## config.mk

```make
export PLATFORM = sky130hd
export DESIGN_NAME = tcf_dev_end_flat
export DESIGN_NICKNAME = d
export VERILOG_FILES = /design/src/tcf_pkg.sv /design/src/tcf_link_if.sv /design/src/tcf_dev_end.sv /design/src/flat_wrapper.sv
export SDC_FILE = /design/constraint.sdc
export NUM_CORES = 2
export LEC_CHECK = 0
export ABC_AREA = 0
export BUFFER_PORTS_ARGS = -buffer_cell sky130_fd_sc_hd__clkbuf_2
export CORE_UTILIZATION = 40
export CTS_CLUSTER_DIAMETER = 40
export CTS_CLUSTER_SIZE = 28
export DETAILED_ROUTE_END_ITERATION = 10
export SLEW_MARGIN = 20
export SYNTH_ARGS = -nofsm -noshare
export SYNTH_HDL_FRONTEND = slang
export SYNTH_SLANG_ARGS = --single-unit
```

## constraint.sdc

```tcl
create_clock -name SYS_CLK_I -period 9.7 [get_ports SYS_CLK_I]
set_input_delay 0.485 -clock SYS_CLK_I [delete_from_list [all_inputs] [get_ports SYS_CLK_I]]
set_output_delay 0.485 -clock SYS_CLK_I [all_outputs]
set_load 0.02 [all_outputs]
```

## src/tcf_pkg.sv

```systemverilog
// Shared constants for the transmit cell FIFO write port and GFC insertion link
package tcf_pkg;
	// ------------------------------------------------------------
	// Cell and FIFO geometry
	// ------------------------------------------------------------
	localparam logic [5:0] CELL_LAST = 6'h34;      // 53 octets, index 0..52
	localparam logic [7:0] FIFO_BYTES = 8'hd4;     // Four cells of 53 octets
	localparam logic [7:0] FIFO_LAST = 8'hd3;
	localparam logic [3:0][8:0] DEPTH_CAP = {9'h0d4, 9'h09f, 9'h06a, 9'h035};
	localparam logic [8:0] NEAR_SLACK = 9'h004;    // Writes still allowed after near-full
	// ------------------------------------------------------------
	// Transmit byte timing
	// ------------------------------------------------------------
	localparam logic [2:0] BYTE_DIV_LAST = 3'h7;   // Line clock divided by eight
	localparam logic [2:0] BYTE_DIV_HALF = 3'h4;
	localparam logic [5:0] PULSE_OCT = 6'h2f;      // Six octets before next cell start
	localparam logic [2:0] GFC_CAP_START = 3'h5;   // One idle period, then four bits
	localparam logic [2:0] GFC_BITS = 3'h4;
	// ------------------------------------------------------------
	// Idle cell content
	// ------------------------------------------------------------
	localparam logic [5:0] IDLE_HDR_OCTS = 6'h04;
	localparam logic [5:0] IDLE_HEC_OCT = 6'h04;
	localparam logic [7:0] IDLE_HEC = 8'h00;
	localparam logic [7:0] IDLE_PAYLOAD = 8'h6a;
	// ------------------------------------------------------------
	// Writer side write clock
	// ------------------------------------------------------------
	localparam logic [2:0] WCLK_DIV_LAST = 3'h7;
	localparam logic [2:0] WCLK_FALL = 3'h3;
	// ------------------------------------------------------------
	// Reset values
	// ------------------------------------------------------------
	localparam logic AVAIL_RST = 1'b1;
	localparam logic WEN_N_RST = 1'b1;
endpackage : tcf_pkg

```

## src/tcf_link_if.sv

```systemverilog
// Link between the cell writer and the transmit cell FIFO
`timescale 1ns/1ps
interface tcf_link_if;
	logic fifo_write_clock;
	logic fifo_write_enable_n;
	logic [7:0] tx_cell_data_bus;
	logic tx_start_of_cell;
	logic tx_cell_available;
	logic tx_byte_clock;
	logic tx_cell_pulse;
	logic tx_gfc_serial_in;

	modport dev_mp (
		input fifo_write_clock,
		input fifo_write_enable_n,
		input tx_cell_data_bus,
		input tx_start_of_cell,
		output tx_cell_available,
		output tx_byte_clock,
		output tx_cell_pulse,
		input tx_gfc_serial_in
	);

	modport atm_mp (
		output fifo_write_clock,
		output fifo_write_enable_n,
		output tx_cell_data_bus,
		output tx_start_of_cell,
		input tx_cell_available,
		input tx_byte_clock,
		input tx_cell_pulse,
		output tx_gfc_serial_in
	);
endinterface : tcf_link_if

```

## src/tcf_dev_end.sv

```systemverilog
// Transmit cell FIFO end: write port, cell-available, transmit-off and GFC insertion
// Contract
// (RULE_01) Start-of-cell marks a cell's first octet
// (RULE_02) Octet counting keeps delineation without markers
// (RULE_03) Misplaced start-of-cell raises an error event
// (RULE_04) Start-of-cell sampled on write clock rise
// (RULE_05) Cell-available means room for whole cell; code compares fill to programmed depth, less four in near-full
// (RULE_06) Select near-full or full deassert meaning
// (RULE_07) Full depth programmable one to four cells
// (RULE_08) Writes still accepted after cell-available drops
// (RULE_09) Cell-available updated on write clock rise
// (RULE_10) Cell-available polarity programmable, default high
// (RULE_11) Transmit-off makes next cell idle
// (RULE_12) Idle cells continue until transmit-off drops
// (RULE_13) Transmit-off synchronised before use
// (RULE_14) Test mode turns transmit-off into vector clock
// (RULE_15) GFC bits follow the cell pulse, four periods
// (RULE_16) Per-bit enables choose serial GFC insertion
// (RULE_17) Disabled bits keep idle or written header
// (RULE_18) GFC sampled on byte clock rise
// (RULE_19) Writer drives GFC MSB right after pulse
// (RULE_20) One-period cell pulse six octets ahead
// (RULE_21) Cell pulse updated on byte clock rise
// (RULE_22) Byte written only when write enable low
// (RULE_23) Four-cell FIFO, only complete cells sent
// (RULE_24) Byte clock is line clock divided by eight
`timescale 1ns/1ps
module tcf_dev_end (
	input wire logic SYS_CLK_I,             // Synthesised line clock
	input wire logic RESET_N_I,             // Async reset, active low
	tcf_link_if.dev_mp link,                // Link to the cell writer
	input wire logic TX_OFF_I,              // Transmit off, asynchronous
	input wire logic CFG_PROD_TEST_I,       // Production test enable
	input wire logic CFG_AVAIL_NEAR_FULL_I, // 1: near-full, 0: full meaning
	input wire logic [1:0] CFG_FULL_DEPTH_I, // Full depth minus one, in cells
	input wire logic CFG_AVAIL_ACTIVE_LOW_I, // Cell-available polarity
	input wire logic [3:0] CFG_GFC_EN_I,    // Per-bit GFC insertion enable
	input wire logic [31:0] CFG_IDLE_HDR_I, // Idle cell header octets 0..3
	output logic [7:0] TX_OCTET_O,          // Outgoing cell octet
	output logic TX_OCTET_VALID_O,          // Octet strobe, one cycle per byte
	output logic TX_OCTET_SOC_O,            // Octet is first of its cell
	output logic TX_OCTET_IDLE_O,           // Octet belongs to an idle cell
	output logic SOC_ERR_O,                 // Misplaced start-of-cell, pulse
	output logic TEST_VECTOR_CLK_O          // Test vector clock in test mode
);
	typedef struct packed {
		logic [tcf_pkg::FIFO_LAST:0][7:0] mem;
		logic [7:0] wr_ptr;
		logic [7:0] rd_ptr;
		logic [7:0] used;
		logic [5:0] wr_cnt;
		logic [2:0] cells;
		logic wclk_q;
		logic off_s1;
		logic off_s2;
		logic [2:0] div;
		logic bclk;
		logic [5:0] oct;
		logic src_fifo;
		logic nxt_fifo;
		logic [3:0] gfc_sh;
		logic [2:0] gfc_cnt;
		logic pulse;
		logic avail;
		logic soc_err;
		logic [7:0] octet;
		logic octet_valid;
		logic octet_soc;
		logic octet_idle;
		logic vec_clk;
	} tcf_dev_st_t;

	tcf_dev_st_t r;
	tcf_dev_st_t n;

	function automatic logic [7:0] ptr_inc(input logic [7:0] p);
		ptr_inc = (p == tcf_pkg::FIFO_LAST) ? 8'h00 : p + 8'h01;
	endfunction : ptr_inc

	function automatic logic [7:0] ptr_back(input logic [7:0] p, input logic [5:0] k);
		logic [7:0] kk;
		kk = {2'b00, k};
		ptr_back = (p >= kk) ? p - kk : p + tcf_pkg::FIFO_BYTES - kk;
	endfunction : ptr_back

	function automatic logic [7:0] idle_byte(input logic [31:0] hdr, input logic [5:0] idx);
		logic [7:0] b;
		b = tcf_pkg::IDLE_PAYLOAD;
		if (idx < tcf_pkg::IDLE_HDR_OCTS) begin
			b = hdr[8'd31 - {idx[1:0], 3'b000} -: 8];
		end else if (idx == tcf_pkg::IDLE_HEC_OCT) begin
			b = tcf_pkg::IDLE_HEC;
		end
		idle_byte = b;
	endfunction : idle_byte

	logic off_eff;
	logic wr_rise;
	logic tick;
	logic wrap;
	logic [7:0] wptr;
	logic [7:0] used_w;
	logic [5:0] wcnt;
	logic cell_done;
	logic rd;
	logic cell_take;
	logic [5:0] oct_n;
	logic [7:0] byte_v;
	logic [8:0] cap;
	logic avail_lvl;

	// ------------------------------------------------------------
	// Next state
	// ------------------------------------------------------------
	always_comb begin
		n = r;
		n.soc_err = 1'b0;
		n.octet_valid = 1'b0;
		n.off_s1 = TX_OFF_I; // [RULE_13]
		n.off_s2 = r.off_s1;
		off_eff = r.off_s2 & ~CFG_PROD_TEST_I; // [RULE_14]
		n.vec_clk = r.off_s2 & CFG_PROD_TEST_I; // [RULE_14]
		n.wclk_q = link.fifo_write_clock;
		wr_rise = link.fifo_write_clock & ~r.wclk_q; // [RULE_04]
		wptr = r.wr_ptr;
		used_w = r.used;
		wcnt = r.wr_cnt;
		cell_done = 1'b0;
		// Write side: a marker mid-cell drops the partial cell and restarts
		if (wr_rise && !link.fifo_write_enable_n) begin // [RULE_22]
			if (link.tx_start_of_cell && r.wr_cnt != 6'h0) begin // [RULE_01]
				n.soc_err = 1'b1; // [RULE_03]
				wptr = ptr_back(r.wr_ptr, r.wr_cnt);
				used_w = r.used - {2'b00, r.wr_cnt};
				wcnt = 6'h0;
			end
			// Bytes are dropped only when all four cells are physically used
			if (used_w < tcf_pkg::FIFO_BYTES) begin // [RULE_08]
				n.mem[wptr] = link.tx_cell_data_bus;
				wptr = ptr_inc(wptr);
				used_w = used_w + 8'h01;
				if (wcnt == tcf_pkg::CELL_LAST) begin // [RULE_02]
					wcnt = 6'h0;
					cell_done = 1'b1; // [RULE_23]
				end else begin
					wcnt = wcnt + 6'h1;
				end
			end
		end
		n.wr_ptr = wptr;
		n.wr_cnt = wcnt;

		// Byte clock: high for the first half of every eight line clocks
		n.div = (r.div == tcf_pkg::BYTE_DIV_LAST) ? 3'h0 : r.div + 3'h1; // [RULE_24]
		n.bclk = (n.div < tcf_pkg::BYTE_DIV_HALF); // [RULE_24]
		tick = (r.div == tcf_pkg::BYTE_DIV_LAST);
		wrap = (r.oct == tcf_pkg::CELL_LAST);
		oct_n = wrap ? 6'h0 : r.oct + 6'h1;
		rd = 1'b0;
		cell_take = 1'b0;
		byte_v = 8'h00;
		if (tick) begin // [RULE_21]
			n.oct = oct_n;
			n.pulse = (oct_n == tcf_pkg::PULSE_OCT); // [RULE_20]
			if (wrap) begin
				n.src_fifo = r.nxt_fifo;
			end
			if (r.gfc_cnt != 3'h0) begin // [RULE_18]
				if (r.gfc_cnt <= tcf_pkg::GFC_BITS) begin
					n.gfc_sh = {r.gfc_sh[2:0], link.tx_gfc_serial_in}; // [RULE_15]
				end
				n.gfc_cnt = r.gfc_cnt - 3'h1;
			end
			// Source of the next cell is fixed when its pulse goes out
			if (n.pulse) begin
				cell_take = (r.cells != 3'h0) && !off_eff; // [RULE_11] [RULE_12] [RULE_23]
				n.nxt_fifo = cell_take;
				n.gfc_cnt = tcf_pkg::GFC_CAP_START;
			end
			if (n.src_fifo) begin
				byte_v = r.mem[r.rd_ptr];
				rd = 1'b1;
				n.rd_ptr = ptr_inc(r.rd_ptr);
			end else begin
				byte_v = idle_byte(CFG_IDLE_HDR_I, oct_n); // [RULE_17]
			end
			if (oct_n == 6'h0) begin
				byte_v[7:4] = (CFG_GFC_EN_I & r.gfc_sh) | (~CFG_GFC_EN_I & byte_v[7:4]); // [RULE_16] [RULE_17]
			end
			n.octet = byte_v;
			n.octet_valid = 1'b1;
			n.octet_soc = (oct_n == 6'h0);
			n.octet_idle = ~n.src_fifo;
		end
		n.used = used_w - {7'h00, rd};
		n.cells = r.cells + {2'b00, cell_done} - {2'b00, cell_take};

		// Cell-available from the programmed depth
		cap = tcf_pkg::DEPTH_CAP[CFG_FULL_DEPTH_I]; // [RULE_07]
		if (CFG_AVAIL_NEAR_FULL_I) begin
			avail_lvl = ({1'b0, n.used} + tcf_pkg::NEAR_SLACK) < cap; // [RULE_06] [RULE_05]
		end else begin
			avail_lvl = {1'b0, n.used} < cap; // [RULE_06]
		end
		if (wr_rise) begin // [RULE_09]
			n.avail = avail_lvl ^ CFG_AVAIL_ACTIVE_LOW_I; // [RULE_10]
		end
	end

	always_ff @(posedge SYS_CLK_I or negedge RESET_N_I) begin
		if (!RESET_N_I) begin
			r <= '0;
			r.avail <= tcf_pkg::AVAIL_RST; // [RULE_10]
			// Divider starts at wrap so the first byte clock high is full width
			r.div <= tcf_pkg::BYTE_DIV_LAST; // [RULE_24]
		end else begin
			r <= n;
		end
	end

	assign link.tx_cell_available = r.avail;
	assign link.tx_byte_clock = r.bclk;
	assign link.tx_cell_pulse = r.pulse;
	assign TX_OCTET_O = r.octet;
	assign TX_OCTET_VALID_O = r.octet_valid;
	assign TX_OCTET_SOC_O = r.octet_soc;
	assign TX_OCTET_IDLE_O = r.octet_idle;
	assign SOC_ERR_O = r.soc_err;
	assign TEST_VECTOR_CLK_O = r.vec_clk;
endmodule : tcf_dev_end

```

## src/flat_wrapper.sv

```systemverilog
// flat-port wrapper written by rule: the top's interface ports become plain ports
module tcf_dev_end_flat 
  (SYS_CLK_I, RESET_N_I, TX_OFF_I, CFG_PROD_TEST_I, CFG_AVAIL_NEAR_FULL_I, CFG_FULL_DEPTH_I, CFG_AVAIL_ACTIVE_LOW_I, CFG_GFC_EN_I, CFG_IDLE_HDR_I, TX_OCTET_O, TX_OCTET_VALID_O, TX_OCTET_SOC_O, TX_OCTET_IDLE_O, SOC_ERR_O, TEST_VECTOR_CLK_O, link_fifo_write_clock, link_fifo_write_enable_n, link_tx_cell_data_bus, link_tx_start_of_cell, link_tx_cell_available, link_tx_byte_clock, link_tx_cell_pulse, link_tx_gfc_serial_in);
  tcf_link_if link_i ();
  input wire logic SYS_CLK_I;
  input wire logic RESET_N_I;
  input wire logic TX_OFF_I;
  input wire logic CFG_PROD_TEST_I;
  input wire logic CFG_AVAIL_NEAR_FULL_I;
  input wire logic [1:0] CFG_FULL_DEPTH_I;
  input wire logic CFG_AVAIL_ACTIVE_LOW_I;
  input wire logic [3:0] CFG_GFC_EN_I;
  input wire logic [31:0] CFG_IDLE_HDR_I;
  output logic [7:0] TX_OCTET_O;
  output logic TX_OCTET_VALID_O;
  output logic TX_OCTET_SOC_O;
  output logic TX_OCTET_IDLE_O;
  output logic SOC_ERR_O;
  output logic TEST_VECTOR_CLK_O;
  input wire logic [$bits(link_i.fifo_write_clock)-1:0] link_fifo_write_clock;
  input wire logic [$bits(link_i.fifo_write_enable_n)-1:0] link_fifo_write_enable_n;
  input wire logic [$bits(link_i.tx_cell_data_bus)-1:0] link_tx_cell_data_bus;
  input wire logic [$bits(link_i.tx_start_of_cell)-1:0] link_tx_start_of_cell;
  output wire logic [$bits(link_i.tx_cell_available)-1:0] link_tx_cell_available;
  output wire logic [$bits(link_i.tx_byte_clock)-1:0] link_tx_byte_clock;
  output wire logic [$bits(link_i.tx_cell_pulse)-1:0] link_tx_cell_pulse;
  input wire logic [$bits(link_i.tx_gfc_serial_in)-1:0] link_tx_gfc_serial_in;
  assign link_i.fifo_write_clock = link_fifo_write_clock;
  assign link_i.fifo_write_enable_n = link_fifo_write_enable_n;
  assign link_i.tx_cell_data_bus = link_tx_cell_data_bus;
  assign link_i.tx_start_of_cell = link_tx_start_of_cell;
  assign link_tx_cell_available = link_i.tx_cell_available;
  assign link_tx_byte_clock = link_i.tx_byte_clock;
  assign link_tx_cell_pulse = link_i.tx_cell_pulse;
  assign link_i.tx_gfc_serial_in = link_tx_gfc_serial_in;
  tcf_dev_end u_core (.SYS_CLK_I(SYS_CLK_I), .RESET_N_I(RESET_N_I), .link(link_i), .TX_OFF_I(TX_OFF_I), .CFG_PROD_TEST_I(CFG_PROD_TEST_I), .CFG_AVAIL_NEAR_FULL_I(CFG_AVAIL_NEAR_FULL_I), .CFG_FULL_DEPTH_I(CFG_FULL_DEPTH_I), .CFG_AVAIL_ACTIVE_LOW_I(CFG_AVAIL_ACTIVE_LOW_I), .CFG_GFC_EN_I(CFG_GFC_EN_I), .CFG_IDLE_HDR_I(CFG_IDLE_HDR_I), .TX_OCTET_O(TX_OCTET_O), .TX_OCTET_VALID_O(TX_OCTET_VALID_O), .TX_OCTET_SOC_O(TX_OCTET_SOC_O), .TX_OCTET_IDLE_O(TX_OCTET_IDLE_O), .SOC_ERR_O(SOC_ERR_O), .TEST_VECTOR_CLK_O(TEST_VECTOR_CLK_O));
endmodule
```

==> results.cfg <==
[outcome]
status = finished clean

[setup_path]
crit_arrival_ns = 6.88
crit_required_ns = 10.50
path_common_cell = ha_1
critPathSlowestCell = or4_4
slowest_delay_ns = 0.59
path_class = reg2reg
crit_buf_inv = 1
cp_max_fo = 24
critical_path.top_delay_family = compound AO/OA/AOI/OAI gates
endpoint_kind = flip-flop
worst_setup_path_start_kind = flip-flop

[routing]
wirelength_mm = 212.3
drt-initial-drc-count = 3118
post_drt_wl_per_cell_um = 25.83
vias_per_cell = 5.722
dr.pass1.iters = 5
vias = 47030
drc_errors = 0
drtAntennaViolNets = 0

[yosys]
synthFlopType = dfrtp_1
ys_seq_area_frac = 0.5329
yosysWarnings = 0
synth_compound_area_frac = 0.01432
synth_top_family_by_area = multiplexers
syn-mean-instance-area_sq_um = 15.73
synth.mux.area_fraction = 0.3853
synth-edff-count = 0
synth-simple-area-share = 0.03237
synth.distinct_cells = 80
syn_nets = 5390
netlist_instances = 5273
synth_xor_area_frac = 0.004118
syn_area_sq_mm = 0.08294
ys_seq_elements = 1766
synth_fa_ha_area_frac = 0.009866
synth_async_sr_flop_share = 1.000

[die]
pin_count = 72
dieArea_sq_mm = 0.2092
core_area_sq_mm = 0.2054
die_h_um = 457.4
initial_core_util = 0.4038
fp-row-count = 166
die_w_um = 457.4

[sta]
clock.fmax_mhz = 164.4
period_share = 0.6271
setup-tns-final_ns = 0
slew_headroom = 0.1966
hold_ws_ns = 0.05114
timing.final.ws_setup_ns = 3.617
skew_ns = 0.04805
period_needed_ns = 6.083
setup_viol = 0
report.final.slew_viol_count = 0
worst_slew_pin_slew_ns = 1.205
hold_viol_final = 0
rsz0062_at_grt = no

[layout]
mostFrequentLayoutCells = 1757 x dfrtp_1, 1706 x mux2_2, 560 x mux4_2
area_growth_syn_to_layout_pct = 15.60
layout_commonest_cell = dfrtp_1
nFillCells = 17540
nets = 5439
drive_above_1_share = 0.5453
multi_input_area_sq_mm = 0.03699
fin_util = 0.4667
seqCellArea_sq_mm = 0.04421
fin_area_sq_mm = 0.09588

[placed_design]
portBuffers = 71
gp_congestion = 0.8056
hpwl_mm = 126.8
post_dp_cell_area_sq_mm = 0.08590
post-place-ws_ns = 3.712

[power]
p_sw_frac = 0.2705
comb_power_share = 0.168
p_leak_nw = 44.78
p_int_mw = 17.26
p_seq_frac = 0.391
pwr_density_cell_mw_per_mm2 = 246.8
p_clk_frac = 0.441
p_sw_mw = 6.400
ir_worst_vdd_v = 0.0001695

[cts]
clockBufferDepth = 4
root_buffer = clkbuf_16
clk_pin_slew_ns = 0.05
h-tree-depth = 5
cts_resized = 0
cts_tree = done
clk_latency_ns = 0.93
cts_num_sinks = 1766
post-cts-setup-buffer-count = 0
cts-buffers-inserted = 288

[global_route]
grt_max_degree = 174
antenna_found_initial = 8
grt_pass1_vias = 49570
grtUsageTotal = 0.2061
grt_pass1_wl_mm = 326.9
grt_overflow = 0

[min_path]
min_path_type = in2reg

[run]
cap_violations = 0
## kinds of logic (layout without fill, tap and decap cells)
| group | Yosys count | in the layout |
|---|---|---|
| AOI/OAI and AO/OA | 175 | 175 |
| xor gates and xnor gates | 39 | 39 |
| adders and majority gates | 62 | 62 |
| buffers and inverters | 447 | 703 |
| DFF | 1766 | 1766 |
| muxes | 2279 | 2279 |
| other | 0 | 2 |
| and+or+nand+nor | 505 | 505 |
## registers in the layout, indices dropped and copies added (netlist names)
signal	count
u_core.link.tx_byte_clock	1
u_core.TX_OCTET_IDLE_O	1
u_core.TX_OCTET_SOC_O	1
u_core.TX_OCTET_O	8
u_core.r	1749
u_core.TEST_VECTOR_CLK_O	1
u_core.SOC_ERR_O	1
u_core.TX_OCTET_VALID_O	1
u_core.link.tx_cell_pulse	1
u_core.link.tx_cell_available	1
u_core.n	1
## routing by layer
metal / part of all wire / vias up / global-route usage
met5: 0.000061 / - / 0
met2: 0.47 / 1063 / 0.3241
met3: 0.047 / 319 / 0.03399
met4: 0.023 / 2 / 0.05537
li1: - / 19890 / -
met1: 0.46 / 25760 / 0.2957
## synth_stat cells, types with 6 or more instances
cell,n,share of area
nor3_1,16,0.00097
dfrtp_1,1762,0.53
buf_2,20,0.0012
nor4_1,10,0.00075
nand3_1,14,0.00084
inv_1,56,0.0025
xor2_1,11,0.0012
clkbuf_1,309,0.014
mux2i_1,13,0.0016
and2_1,21,0.0016
buf_1,48,0.0022
and3_1,10,0.00075
xnor2_1,28,0.0030
nor2b_1,13,0.00098
a21oi_1,50,0.0030
a22o_1,6,0.00063
a31oi_1,6,0.00045
mux4_2,560,0.15
buf_4,12,0.0011
nor2_4,41,0.0056
or2_2,10,0.00075
fa_1,6,0.0014
nor2_1,53,0.0024
ha_1,55,0.0083
a21o_1,8,0.00072
nand2_1,224,0.010
nand2_2,28,0.0021
nand2b_1,11,0.00083
o21ai_0,43,0.0026
o31ai_1,9,0.00081
mux2_2,1706,0.23
nor2_2,27,0.0020
## through the flow
step | total power [mW] | std cells
2_1_floorplan | 11.98 | 5273
3_3_place_gp | 13.18 | 7708
3_5_place_dp | 13.33 | 7708
4_1_cts | 23.87 | 8216
5_1_grt | 24.67 | 8217
6_report | 23.66 | 8219
## power groups by stage
| stage | clock network [mW] | logic, mW | registers [mW] |
|---|---|---|---|
| finish | 10.4 | 3.98 | 9.25 |
| global route | 11.0 | 4.30 | 9.40 |
| CTS | 10.6 | 4.00 | 9.23 |
| detailed placement | 0 | 3.98 | 9.35 |
| global placement | 0 | 3.90 | 9.28 |
| floorplan | 0 | 2.85 | 9.13 |
## worst register-to-register path, delay by kind of cell, from the launching register on
| family | cells | cell delay (ns) |
|---|---|---|
| compound gates | 10 | 2.13 |
| simple gates | 9 | 1.76 |
| fa+ha+maj | 3 | 0.76 |
| xor+xnor | 2 | 0.51 |
| flops | 1 | 0.47 |
| buf+inv | 1 | 0.37 |
## timing repair
item	in CTS	in global routing
setup endpoints to repair	0	0
hold buffers	11	0
endpoints found under the hold margin	152	0
## area by class of cell
class | instances | area share
repair buffers | 149 | 0.01319
clock buffers | 346 | 0.08222
multi-input cells | 3060 | 0.3858
clock inverters | 151 | 0.02024
well taps | 2688 | 0.03508
flip-flops and latches | 1766 | 0.4612
inverters | 57 | 0.002232
diodes | 2 | 0.00005220
## path summary, 6_finish.rpt
path | from | endpoint | slack, ns | cells after the start
min | link_fifo_write_enable_n | u_core.r[66]$_DFFE_PN0P_ | 0.05 | 3
min in group asynchronous | RESET_N_I | u_core.r[36]$_DFF_PN0_ | 0.15 | 2
max in group asynchronous | RESET_N_I | u_core.r[947]$_DFFE_PN0P_ | 7.21 | 4
max | u_core.r[40]$_DFFE_PN0P_ | u_core.link.tx_cell_available$_DFFE_PN1P_ | 3.62 | 25
min reg2reg | u_core.n[34]$_DFF_PN0_ | u_core.r[34]$_DFF_PN0_ | 0.36 | 0
max reg2reg | u_core.r[40]$_DFFE_PN0P_ | u_core.link.tx_cell_available$_DFFE_PN1P_ | 3.62 | 25
Power figures use the tool's default switching activity.
